<file path="src/rtl/mscr_pkg.sv">
// Constants for the motion sensor configuration word block
package mscr_pkg;

    // ****************************************************************
    // Word geometry
    // ****************************************************************
    localparam int CFG_WIDTH = 56;
    localparam int CNT_WIDTH = 6;
    localparam logic [5:0] CFG_LAST_BIT = 6'h37;
    localparam int LVL_LSB = 15;
    localparam int LVL_MSB = 22;
    localparam int TRIG_BIT = 23;
    localparam int STEP_LSB = 24;
    localparam int STEP_MSB = 25;
    localparam int TYPE_LSB = 26;
    localparam int TYPE_MSB = 28;

    // ****************************************************************
    // Reset values
    // ****************************************************************
    localparam logic [7:0] LVL_RESET = 8'h1C;
    localparam logic TRIG_RESET = 1'b0;
    localparam logic [1:0] STEP_RESET = 2'h3;
    localparam logic [2:0] TYPE_RESET = 3'h0;
    localparam logic [55:0] CFG_RESET = 56'h00_0000_030E_0000;

    // ****************************************************************
    // Field encodings
    // ****************************************************************
    typedef enum logic [1:0] {
        MSCR_STEP3 = 2'b00,
        MSCR_STEP1 = 2'b01,
        MSCR_STEP_BAD = 2'b10,
        MSCR_STEP2 = 2'b11
    } mscr_step_t;

    typedef enum logic [2:0] {
        MSCR_TYPE_B = 3'b000,
        MSCR_TYPE_C = 3'b001,
        MSCR_TYPE_D = 3'b010,
        MSCR_DIRECT = 3'b011,
        MSCR_TYPE_A = 3'b111
    } mscr_type_t;

    // Threshold scale is eight, a shift by three
    localparam int LVL_SHIFT = 3;
    localparam int SAMPLE_WIDTH = 12;
endpackage

</file>
<file path="src/rtl/mscr_window_cmp.sv">
// Symmetric window comparator on the selected sample
`timescale 1ns/100ps
module mscr_window_cmp
    import mscr_pkg::*;
(
    // Clock and reset
    input wire logic clock,
    input wire logic sys_rst,
    // Sample and limit
    input wire logic signed [mscr_pkg::SAMPLE_WIDTH-1:0] sample,
    input wire logic [mscr_pkg::SAMPLE_WIDTH-1:0] magnitude,
    // Result
    output logic aboveUpper,
    output logic belowLower
);
    import mscr_pkg::*;

    logic signed [SAMPLE_WIDTH:0] upperLim; // Plus magnitude, one bit wider
    logic signed [SAMPLE_WIDTH:0] lowerLim; // Minus magnitude
    logic signed [SAMPLE_WIDTH:0] sampleExt; // Sign extended sample

    assign upperLim = $signed({1'b0, magnitude});
    assign lowerLim = -upperLim;
    assign sampleExt = {sample[SAMPLE_WIDTH-1], sample};

    // ****************************************************************
    // Registered compare
    // ****************************************************************
    // Compare against both limits every cycle
    always_ff @(posedge clock) begin
        if (sys_rst) begin
            aboveUpper <= 1'b0;
            belowLower <= 1'b0;
        end else begin
            aboveUpper <= sampleExt > upperLim;
            belowLower <= sampleExt < lowerLim;
        end
    end
endmodule

</file>
<file path="src/rtl/mscr_config_word.sv">
// Configuration word store for a digital motion sensor
`timescale 1ns/100ps
module mscr_config_word
    import mscr_pkg::*;
(
    // Clock and reset
    input wire logic clock,
    input wire logic sys_rst,
    // Serial write path from the bus slave, after address match
    input wire logic frameStart,
    input wire logic bitValid,
    input wire logic bitData,
    input wire logic frameStop,
    // Samples from the converter and from the band-pass filter
    input wire logic signed [mscr_pkg::SAMPLE_WIDTH-1:0] rawSample,
    input wire logic signed [mscr_pkg::SAMPLE_WIDTH-1:0] filteredSample,
    // Decoded configuration
    output logic [7:0] detectThresholdLevel,
    output logic triggerOutputEnable,
    output logic [1:0] filterGainStep,
    output logic [2:0] filterTypeSelect,
    output logic filterBypass,
    output logic [mscr_pkg::SAMPLE_WIDTH-1:0] thresholdMagnitude,
    // Filter restart and detection result
    output logic filterRestart,
    output logic aboveUpper,
    output logic belowLower
);
    import mscr_pkg::*;

    // ****************************************************************
    // Storage
    // ****************************************************************
    logic [CFG_WIDTH-1:0] cfgWord_reg; // Live configuration word
    logic [CFG_WIDTH-1:0] shift_reg; // Incoming bits
    logic [CNT_WIDTH-1:0] bitCount_reg; // Bits taken this frame
    logic full_reg; // All 56 bits received
    logic commit; // Frame done with a whole word
    logic [1:0] newStep; // Step field of the incoming word
    logic [2:0] newType; // Type field of the incoming word
    logic signed [SAMPLE_WIDTH-1:0] pathSample; // Sample fed to compare

    assign newStep = shift_reg[STEP_MSB:STEP_LSB];
    assign newType = shift_reg[TYPE_MSB:TYPE_LSB];
    // A short frame is dropped so a torn write never half-applies
    assign commit = frameStop && full_reg;

    // ****************************************************************
    // Serial capture
    // ****************************************************************
    // First bit after the address is bit 55; no sub-address byte
    always_ff @(posedge clock) begin
        if (sys_rst) begin
            shift_reg <= '0;
            bitCount_reg <= '0;
            full_reg <= 1'b0;
        end else if (frameStart) begin
            bitCount_reg <= '0;
            full_reg <= 1'b0;
        end else if (bitValid && !full_reg) begin
            shift_reg <= {shift_reg[CFG_WIDTH-2:0], bitData};
            bitCount_reg <= bitCount_reg + 6'h01;
            full_reg <= bitCount_reg == CFG_LAST_BIT;
        end else if (frameStop) begin
            full_reg <= 1'b0;
        end
    end

    // ****************************************************************
    // Word update
    // ****************************************************************
    // Reset is the power-up load; a written default word is the soft reset
    always_ff @(posedge clock) begin
        if (sys_rst) begin
            cfgWord_reg <= CFG_RESET;
        end else if (commit) begin
            cfgWord_reg <= shift_reg;
        end
    end

    // Restart the filter when step or type really changes
    always_ff @(posedge clock) begin
        if (sys_rst) begin
            filterRestart <= 1'b1;
        end else begin
            filterRestart <= commit && ((newStep != cfgWord_reg[STEP_MSB:STEP_LSB]) ||
                (newType != cfgWord_reg[TYPE_MSB:TYPE_LSB]));
        end
    end

    // ****************************************************************
    // Field decode
    // ****************************************************************
    // Stored bits stay as written; undefined codes decode as defaults
    always_comb begin
        detectThresholdLevel = cfgWord_reg[LVL_MSB:LVL_LSB];
        triggerOutputEnable = cfgWord_reg[TRIG_BIT];
        filterGainStep = cfgWord_reg[STEP_MSB:STEP_LSB];
        if (filterGainStep == MSCR_STEP_BAD) begin
            filterGainStep = STEP_RESET;
        end
        case (cfgWord_reg[TYPE_MSB:TYPE_LSB])
            MSCR_TYPE_A, MSCR_TYPE_B, MSCR_TYPE_C, MSCR_TYPE_D, MSCR_DIRECT: begin
                filterTypeSelect = cfgWord_reg[TYPE_MSB:TYPE_LSB];
            end
            default: begin
                filterTypeSelect = TYPE_RESET;
            end
        endcase
        filterBypass = filterTypeSelect == MSCR_DIRECT;
        // Level 255 gives 2040, which still fits a 12-bit magnitude
        thresholdMagnitude = {1'b0, detectThresholdLevel, 3'h0};
    end

    // Direct mode routes the raw sample past the filter
    assign pathSample = filterBypass ? rawSample : filteredSample;

    // ****************************************************************
    // Window comparator
    // ****************************************************************
    mscr_window_cmp uCmp (
        .clock(clock),
        .sys_rst(sys_rst),
        .sample(pathSample),
        .magnitude(thresholdMagnitude),
        .aboveUpper(aboveUpper),
        .belowLower(belowLower)
    );
endmodule

</file>
<file path="config.mk">
export PLATFORM = sky130hd
export DESIGN_NAME = mscr_config_word
export DESIGN_NICKNAME = d
export VERILOG_FILES = /design/src/rtl/mscr_pkg.sv /design/src/rtl/mscr_window_cmp.sv /design/src/rtl/mscr_config_word.sv
export SDC_FILE = /design/constraint.sdc
export NUM_CORES = 1
export LEC_CHECK = 0
export BUFFER_PORTS_ARGS = -buffer_cell sky130_fd_sc_hd__buf_2
export CORE_MARGIN = 3
export CORE_UTILIZATION = 54
export DETAILED_ROUTE_END_ITERATION = 12
export PLACE_DENSITY = 0.82
export SLEW_MARGIN = 10
export SYNTH_ARGS = -nofsm -noshare
export SYNTH_HDL_FRONTEND = slang
export SYNTH_SLANG_ARGS = --single-unit
</file>
<file path="constraint.sdc">
create_clock -name clock -period 3.9 [get_ports clock]
set_input_delay 0.585 -clock clock [delete_from_list [all_inputs] [get_ports clock]]
set_output_delay 0.585 -clock clock [all_outputs]
set_load 0.005 [all_outputs]
</file>
==> flow_summary.yaml, run 1 <==
run_status:
  outcome: "complete, no violations"
logic_synthesis:
  synth_area_per_cell_um2: 7.76
  synth_top_area_cell: "dfxtp_1"
  synth_warnings: 0
  synth_flop_cell: "dfxtp_1"
  synth_cells: 359
  synthDistinctLibCells: 43
  synth_top_area_share_pct: 38.1
  async_flop_share_pct: 0
  ys_seq_area_share_pct: 38.1
  synth_top_cells_by_area: "dfxtp_1 (38%), nand2_1 (14%), a21oi_1 (8.4%)"
  ys_ff_latch: 53
  yosysMostFrequentCell: "nand2_1"
  syn-cell-area_mm2: 0.00279
  synth_common_cells: "nand2_1 (107), dfxtp_1 (53), a21oi_1 (47)"
  synth-edff-count: 0
sta:
  setup_tns_ns: 0
  finClkSkew_ns: 0.0120
  worstMarginPinSlew_ns: 1.03
  relSlewSlack_pct: 31.6
  maxSlewViolCount: 0
  setup_viol: 0
  fin_crit_ns: 2.93
  fin_crit_sh_pct: 75.2
  rsz0062_at_grt: "no"
  final_hold_viol_count: 0
  timing.fmax_mhz: 341
route:
  firstDrtPassIters: 4
  ant_nets: 0
  routed_via_density: 5.17
  vias: 2340
  first_iter_violations: 78
  wl_per_cell_um: 12.2
  finalWirelength_um: 5520
  route.detailed.drc: 0
clock_tree:
  post_cts_resized: 0
  cts_hold_buffers: 0
  postCtsSetupBuffers: 0
  cts_tree: "done"
  cts_made_buffers: 5
  cts_sinks: 53
  cts.reportedPaths.clkPinSlew_ns: 0.11
  root_buffer: "clkbuf_8"
  cts.htree.levels: 2
  cts_buffer_depth: 2
  clkLatencyLatePin_ns: 0.31
critical_path:
  cp_cell_sequence: "or3_1 > nand2b_1 > or4_1 > xnor2_1 > ha_1 > a21oi_1 > nor2_1 > a211o_1 > a31oi_1 > mux2_1"
  r2r_slack_ns: 0.97
  arrival_ns: 3.15
  path_delay_family: "simple AND/OR/NAND/NOR gates"
  rr_startpoint: "cfgWord_reg[17]$_SDFFE_PP1P_"
  cp_data_required_time_ns: 4.11
  critical-path-slowest-cell: "or4_1"
  slowest_delay_ns: 0.45
  cp_max_fo: 9
  cp-start-kind: "flip-flop"
  crit_type: "flip-flop to flip-flop"
  r2r_cells: 10
  cp-end-kind: "flip-flop"
  timing.rr.end: "uCmp.belowLower$_SDFF_PP0_"
  worst-path-buf-inv: 0
power:
  p_seq_share_pct: 58.5
  switchingPower_w: 0.000230
  p_int_w: 0.000703
  power_density_mw_per_mm2: 309
  leakagePower_nw: 1.29
  peakVddDrop_v: 0.000283
  pwr-share-clk_pct: 34.3
  p_comb_share_pct: 7.2
  switching_share_pct: 24.7
die:
  coreArea_mm2: 0.00485
  io_pins: 60
  die_area_mm2: 0.00606
  die_w_um: 77.8
  initial_core_util_pct: 57.4
  num_rows: 25
  die_h_um: 77.8
hold_path:
  worstHoldStart: "shift_reg[12]$_SDFFE_PP0P_"
  hold_path_depth: 2
  hold_path.class: "flip-flop to flip-flop"
  min_to: "shift_reg[13]$_SDFFE_PP0P_"
layout:
  fillers: 430
  regArea_mm2: 0.00106
  largest_register_ffs: 29
  nets: 429
  multi_input_area_mm2: 0.00145
  drive_gt1_share_pct: 18.9
  diodes: 0
  area_growth_pct: 8.27
  final_area_mm2: 0.00302
grt:
  antenna_found_initial: 0
  grt_pass1_wl_um: 8940
  grt_pass1_vias: 2043
  overflow: 0
  grt_usage_pct: 18.1
  grt_max_degree: 49
run:
  maxCapViolations: 0
placement:
  dp_hpwl_um: 3960
  placed_area_mm2: 0.00292
  numPortBuffers: 55
  gp_congestion: 0.918
==> how the worst max path moves through the flow <==
| stage | cells after the start | startpoint | slack [ns] | endpoint |
|---|---|---|---|---|
| floorplan | 11 | cfgWord_reg[17]$_SDFFE_PP1P_ | 1.02 | uCmp.belowLower$_SDFF_PP0_ |
| global placement | 10 | cfgWord_reg[17]$_SDFFE_PP1P_ | 1.05 | uCmp.belowLower$_SDFF_PP0_ |
| detailed placement | 10 | cfgWord_reg[17]$_SDFFE_PP1P_ | 0.98 | uCmp.belowLower$_SDFF_PP0_ |
| CTS | 10 | cfgWord_reg[17]$_SDFFE_PP1P_ | 0.98 | uCmp.belowLower$_SDFF_PP0_ |
| global route | 10 | cfgWord_reg[17]$_SDFFE_PP1P_ | 0.80 | uCmp.belowLower$_SDFF_PP0_ |
| finish | 10 | cfgWord_reg[17]$_SDFFE_PP1P_ | 0.97 | uCmp.belowLower$_SDFF_PP0_ |
==> area by class of cell <==
| cell class | instances | area share (%) |
|---|---|---|
| sequential | 53 | 35.2 |
| clock buffer | 5 | 2.28 |
| timing repair buffer | 56 | 9.38 |
| inverter | 12 | 1.49 |
| clock inverter | 3 | 0.871 |
| multi-input combinational | 257 | 48.0 |
| tap | 67 | 2.78 |
==> metrics by stage <==
step	util, %	power [W]	cells	hold WS, ns	setup WS, ns
final	62.2	0.000933	453	0.459	0.966
after global routing	62.2	0.000972	453	0.481	0.800
after CTS	62.2	0.000945	453	0.462	0.977
after detailed placement	60.2	0.000625	445	0.448	0.982
after global placement	60.2	0.000624	445	0.439	1.05
after floorplan	-	0.000604	362	0.432	1.02
==> cells by family after synthesis <==
logic type                 Yosys count  share of synthesized area [%]
buffers and inverters               52                           10.3
DFF                                 53                           38.1
other                                1                          0.135
muxes                                6                           2.38
and+or+nand+nor                    154                           24.6
AOI/OAI and AO/OA                   60                           12.0
xor gates and xnor gates            17                           5.35
adders and majority gates           16                           7.05
==> power by group through the flow <==
stage / Combinational [W] / Sequential (W) / Clock, W
6_report: 0.0000676 / 0.000545 / 0.000320
5_1_grt: 0.0000762 / 0.000546 / 0.000350
4_1_cts: 0.0000679 / 0.000545 / 0.000332
3_5_place_dp: 0.0000675 / 0.000558 / 0
3_3_place_gp: 0.0000661 / 0.000558 / 0
2_1_floorplan: 0.0000460 / 0.000558 / 0
==> cells in the final DEF (no fill, tap or decap), types with 2 or more instances in the layout <==
cell	n
clkinvlp_4	2
a21oi_1	47
nor3_1	4
nand2_1	107
mux2i_1	3
clkbuf_8	5
conb_1	4
dfxtp_1	53
nand2b_1	3
nand3_1	3
or4_1	2
nand4_1	3
nor2b_1	3
ha_1	14
or3_1	2
nor2_1	12
o21ai_0	3
nand3b_1	5
nor3b_1	2
a21o_1	3
buf_2	55
xor2_1	6
inv_1	12
xnor2_1	11
or2_2	3
==> worst register-to-register path: stages (launching register included) <==
cell and delay [ns]:
dfxtp_1 0.42, or3_1 0.41, nand2b_1 0.18, or4_1 0.45, xnor2_1 0.15, ha_1 0.29, a21oi_1 0.13, nor2_1 0.05
a211o_1 0.26, a31oi_1 0.17, mux2_1 0.33
==> per-layer routing <==
layer	part of all wire [%]	track usage, %	vias to the layer above
met1	46	22.3	1079
met4	2.0	5.69	0
met2	48	30.8	53
met5	0	0	-
li1	-	-	1197
met3	4.7	4.41	11
(Power assumes the default switching activity.)
==> run 2: changes to the inputs <==
--- a/config.mk
+++ b/config.mk
@@ -5,11 +5,12 @@
 export SDC_FILE = /design/constraint.sdc
 export NUM_CORES = 1
 export LEC_CHECK = 0
+export ABC_AREA = 1
 export BUFFER_PORTS_ARGS = -buffer_cell sky130_fd_sc_hd__buf_2
 export CORE_MARGIN = 3
-export CORE_UTILIZATION = 54
+export CORE_UTILIZATION = 55
 export DETAILED_ROUTE_END_ITERATION = 12
-export PLACE_DENSITY = 0.82
+export PLACE_DENSITY = 0.83
 export SLEW_MARGIN = 10
 export SYNTH_ARGS = -nofsm -noshare
 export SYNTH_HDL_FRONTEND = slang
==> constraint.sdc (replaced) <==
create_clock -name clock -period 2.94 [get_ports clock]
set_input_delay 0.441 -clock clock [delete_from_list [all_inputs] [get_ports clock]]
set_output_delay 0.441 -clock clock [all_outputs]
set_load 0.005 [all_outputs]
==> run 2 against run 1 <==
Against the previous run: synthesized cell count is 13% higher; via count is 9.1% higher; final area is 2.5% higher; maximum frequency rose by 26%; routed wire length is 1.5% lower; largest power group unchanged; clock power increased by 16%; global-route usage about the same; largest cell class unchanged; sequential power up 34%.
==> flow_summary.yaml, run 2 <==
run_status:
  outcome: "complete, no violations"
logic_synthesis:
  syn-cell-area_mm2: 0.00286
  synth-edff-count: 0
  synthDistinctLibCells: 31
  ys_seq_area_share_pct: 37.2
  synth_top_area_share_pct: 37.2
  synth_flop_cell: "dfxtp_1"
  ys_ff_latch: 53
  synth_cells: 404
  async_flop_share_pct: 0
  synth_top_cells_by_area: "dfxtp_1 (37%), nand2_1 (11%), a21oi_1 (8.4%)"
  synth_warnings: 0
  synth_area_per_cell_um2: 7.07
  synth_common_cells: "nand2_1 (83), dfxtp_1 (53), a21oi_1 (48)"
  yosysMostFrequentCell: "nand2_1"
  synth_top_area_cell: "dfxtp_1"
layout:
  utilization_pct: 63.3
  nets: 478
  largest_register_ffs: 29
  area_growth_pct: 8.24
  final_area_mm2: 0.00309
  final_common_cell: "nand2_1"
  fillers: 450
  drive_gt1_share_pct: 17.6
  diodes: 0
  final_cell_mix: "nand2_1 (83), buf_2 (55), dfxtp_1 (53)"
grt:
  use_met1_pct: 21.9
  busiest_layer: "met2"
  antenna_found_initial: 0
  grtUsageMet2_pct: 32.8
  grtUsageMet3_pct: 4.13
  grt_usage_pct: 18.1
  grt_pass1_vias: 2210
  grt_pass1_wl_um: 9260
  grt_max_degree: 36
  overflow: 0
die:
  die_area_mm2: 0.00609
  num_rows: 25
  die_w_um: 78.1
  io_pins: 60
  initial_core_util_pct: 58.5
  coreArea_mm2: 0.00488
  die_h_um: 78.1
placement:
  dp_hpwl_um: 4030
  numPortBuffers: 55
  dp_slack_ns: 0.647
  gp_congestion: 0.802
  placed_area_mm2: 0.00302
clock_tree:
  cts.htree.levels: 2
  cts.reportedPaths.clkPinSlew_ns: 0.09
  root_buffer: "clkbuf_8"
  cts_made_buffers: 5
  cts_sinks: 53
  postCtsSetupBuffers: 0
  cts_buffer_depth: 2
  post_cts_resized: 0
  cts_hold_buffers: 0
  cts_tree: "done"
  clkLatencyLatePin_ns: 0.30
power:
  power_density_mw_per_mm2: 393
  peakVddDrop_v: 0.000338
  p_total_w: 0.00122
  leakagePower_nw: 1.41
sta:
  setup_tns_ns: 0
  timing.fmax_mhz: 430
  rsz0062_at_grt: "no"
  finalWorstSetupSlack_ns: 0.614
  fin_crit_sh_pct: 79.1
  fin_crit_ns: 2.33
  worstMarginPinSlew_ns: 0.973
  finClkSkew_ns: 0.00744
  maxSlewViolCount: 0
  relSlewSlack_pct: 35.0
  final_hold_viol_count: 0
  setup_viol: 0
critical_path:
  crit_type: "flip-flop to flip-flop"
  arrival_ns: 2.52
  cp-end-kind: "flip-flop"
  cp-start-kind: "flip-flop"
  cp_max_fo: 11
  cp_data_required_time_ns: 3.14
route:
  ant_nets: 0
  vias: 2554
  routed_via_density: 5.11
  firstDrtPassIters: 5
  route.detailed.drc: 0
  wl_per_cell_um: 10.9
  first_iter_violations: 126
  finalWirelength_um: 5430
hold_path:
  hold_path.class: "input port to flip-flop"
run:
  maxCapViolations: 0
run 2: cell count changes after synthesis, sizes merged, moves of 4 or more:
| cell | delta |
|---|---|
| mux2i | -4 |
| o211ai | +5 |
| nand2 | -17 |
| o21ai | +18 |
| nand3b | -6 |
| inv | +28 |
| nand3 | +28 |
| xnor2 | -7 |
| nor2 | +23 |
run 2: kinds of logic (layout without fill, tap and decap cells):
kind of cell               after synthesis  in the layout  share of synthesized area, %
xor gates and xnor gates                 8              8                          2.45
AOI/OAI and AO/OA                       76             76                          13.9
buffers and inverters                   77            103                          13.1
DFF                                     53             53                          37.2
adders and majority gates               14             14                          6.14
other                                    1              4                         0.131
and+or+nand+nor                        175            175                          27.1
run 2: where the power goes:
part           internal, W  switching, W  total (W)
clock             0.000157      0.000213   0.000370
sequential        0.000728    0.00000567   0.000733
combinational    0.0000433     0.0000690   0.000112
run 2: routing by layer:
metal / share of wire, % / vias up / routed length (um)
li1: - / 1352 / -
met1: 46 / 1140 / 2510
met2: 48 / 58 / 2590
met3: 5.5 / 4 / 299
met4: 0.53 / 0 / 29
met5: 0 / - / 0
run 2: cell type report:
cell class,instances,area [um^2],share of cell area (%)
clock inverter,1,5.00,0.162
sequential,53,1060,34.3
multi-input combinational,277,1430,46.3
inverter,40,150,4.86
clock buffer,5,68.8,2.23
tap,67,83.8,2.71
timing repair buffer,57,290,9.39
run 2: final timing paths:
kind | startpoint | depth (start not counted) | slack [ns] | endpoint
max | cfgWord_reg[26]$_SDFFE_PP0P_ | 15 | 0.61 | uCmp.belowLower$_SDFF_PP0_
min | frameStop | 4 | 0.40 | full_reg$_SDFFE_PP0P_
max reg2reg | cfgWord_reg[26]$_SDFFE_PP0P_ | 15 | 0.61 | uCmp.belowLower$_SDFF_PP0_
min reg2reg | shift_reg[10]$_SDFFE_PP0P_ | 2 | 0.47 | shift_reg[10]$_SDFFE_PP0P_
run 2: worst max-delay path, cell delays in order, from the launching register on:
cell and delay [ns]:
dfxtp_1 0.45, nand3_2 0.29, o21ai_0 0.34, ha_1 0.31, nand2_1 0.07, inv_1 0.04, nor2_1 0.10, nand2_1 0.06
nand2_1 0.06, nand2_1 0.05, nor2_1 0.10, o21ai_1 0.08, nand2_1 0.08, nand3_1 0.08, nand2_1 0.06, nor2_1 0.05
run 2: stage by stage:
| step | std cells | hold WS, ns |
|---|---|---|
| 6_report | 500 | 0.401 |
| 5_1_grt | 500 | 0.438 |
| 4_1_cts | 500 | 0.398 |
| 3_5_place_dp | 494 | 0.457 |
| 3_3_place_gp | 494 | 0.450 |
| 2_1_floorplan | 407 | 0.441 |
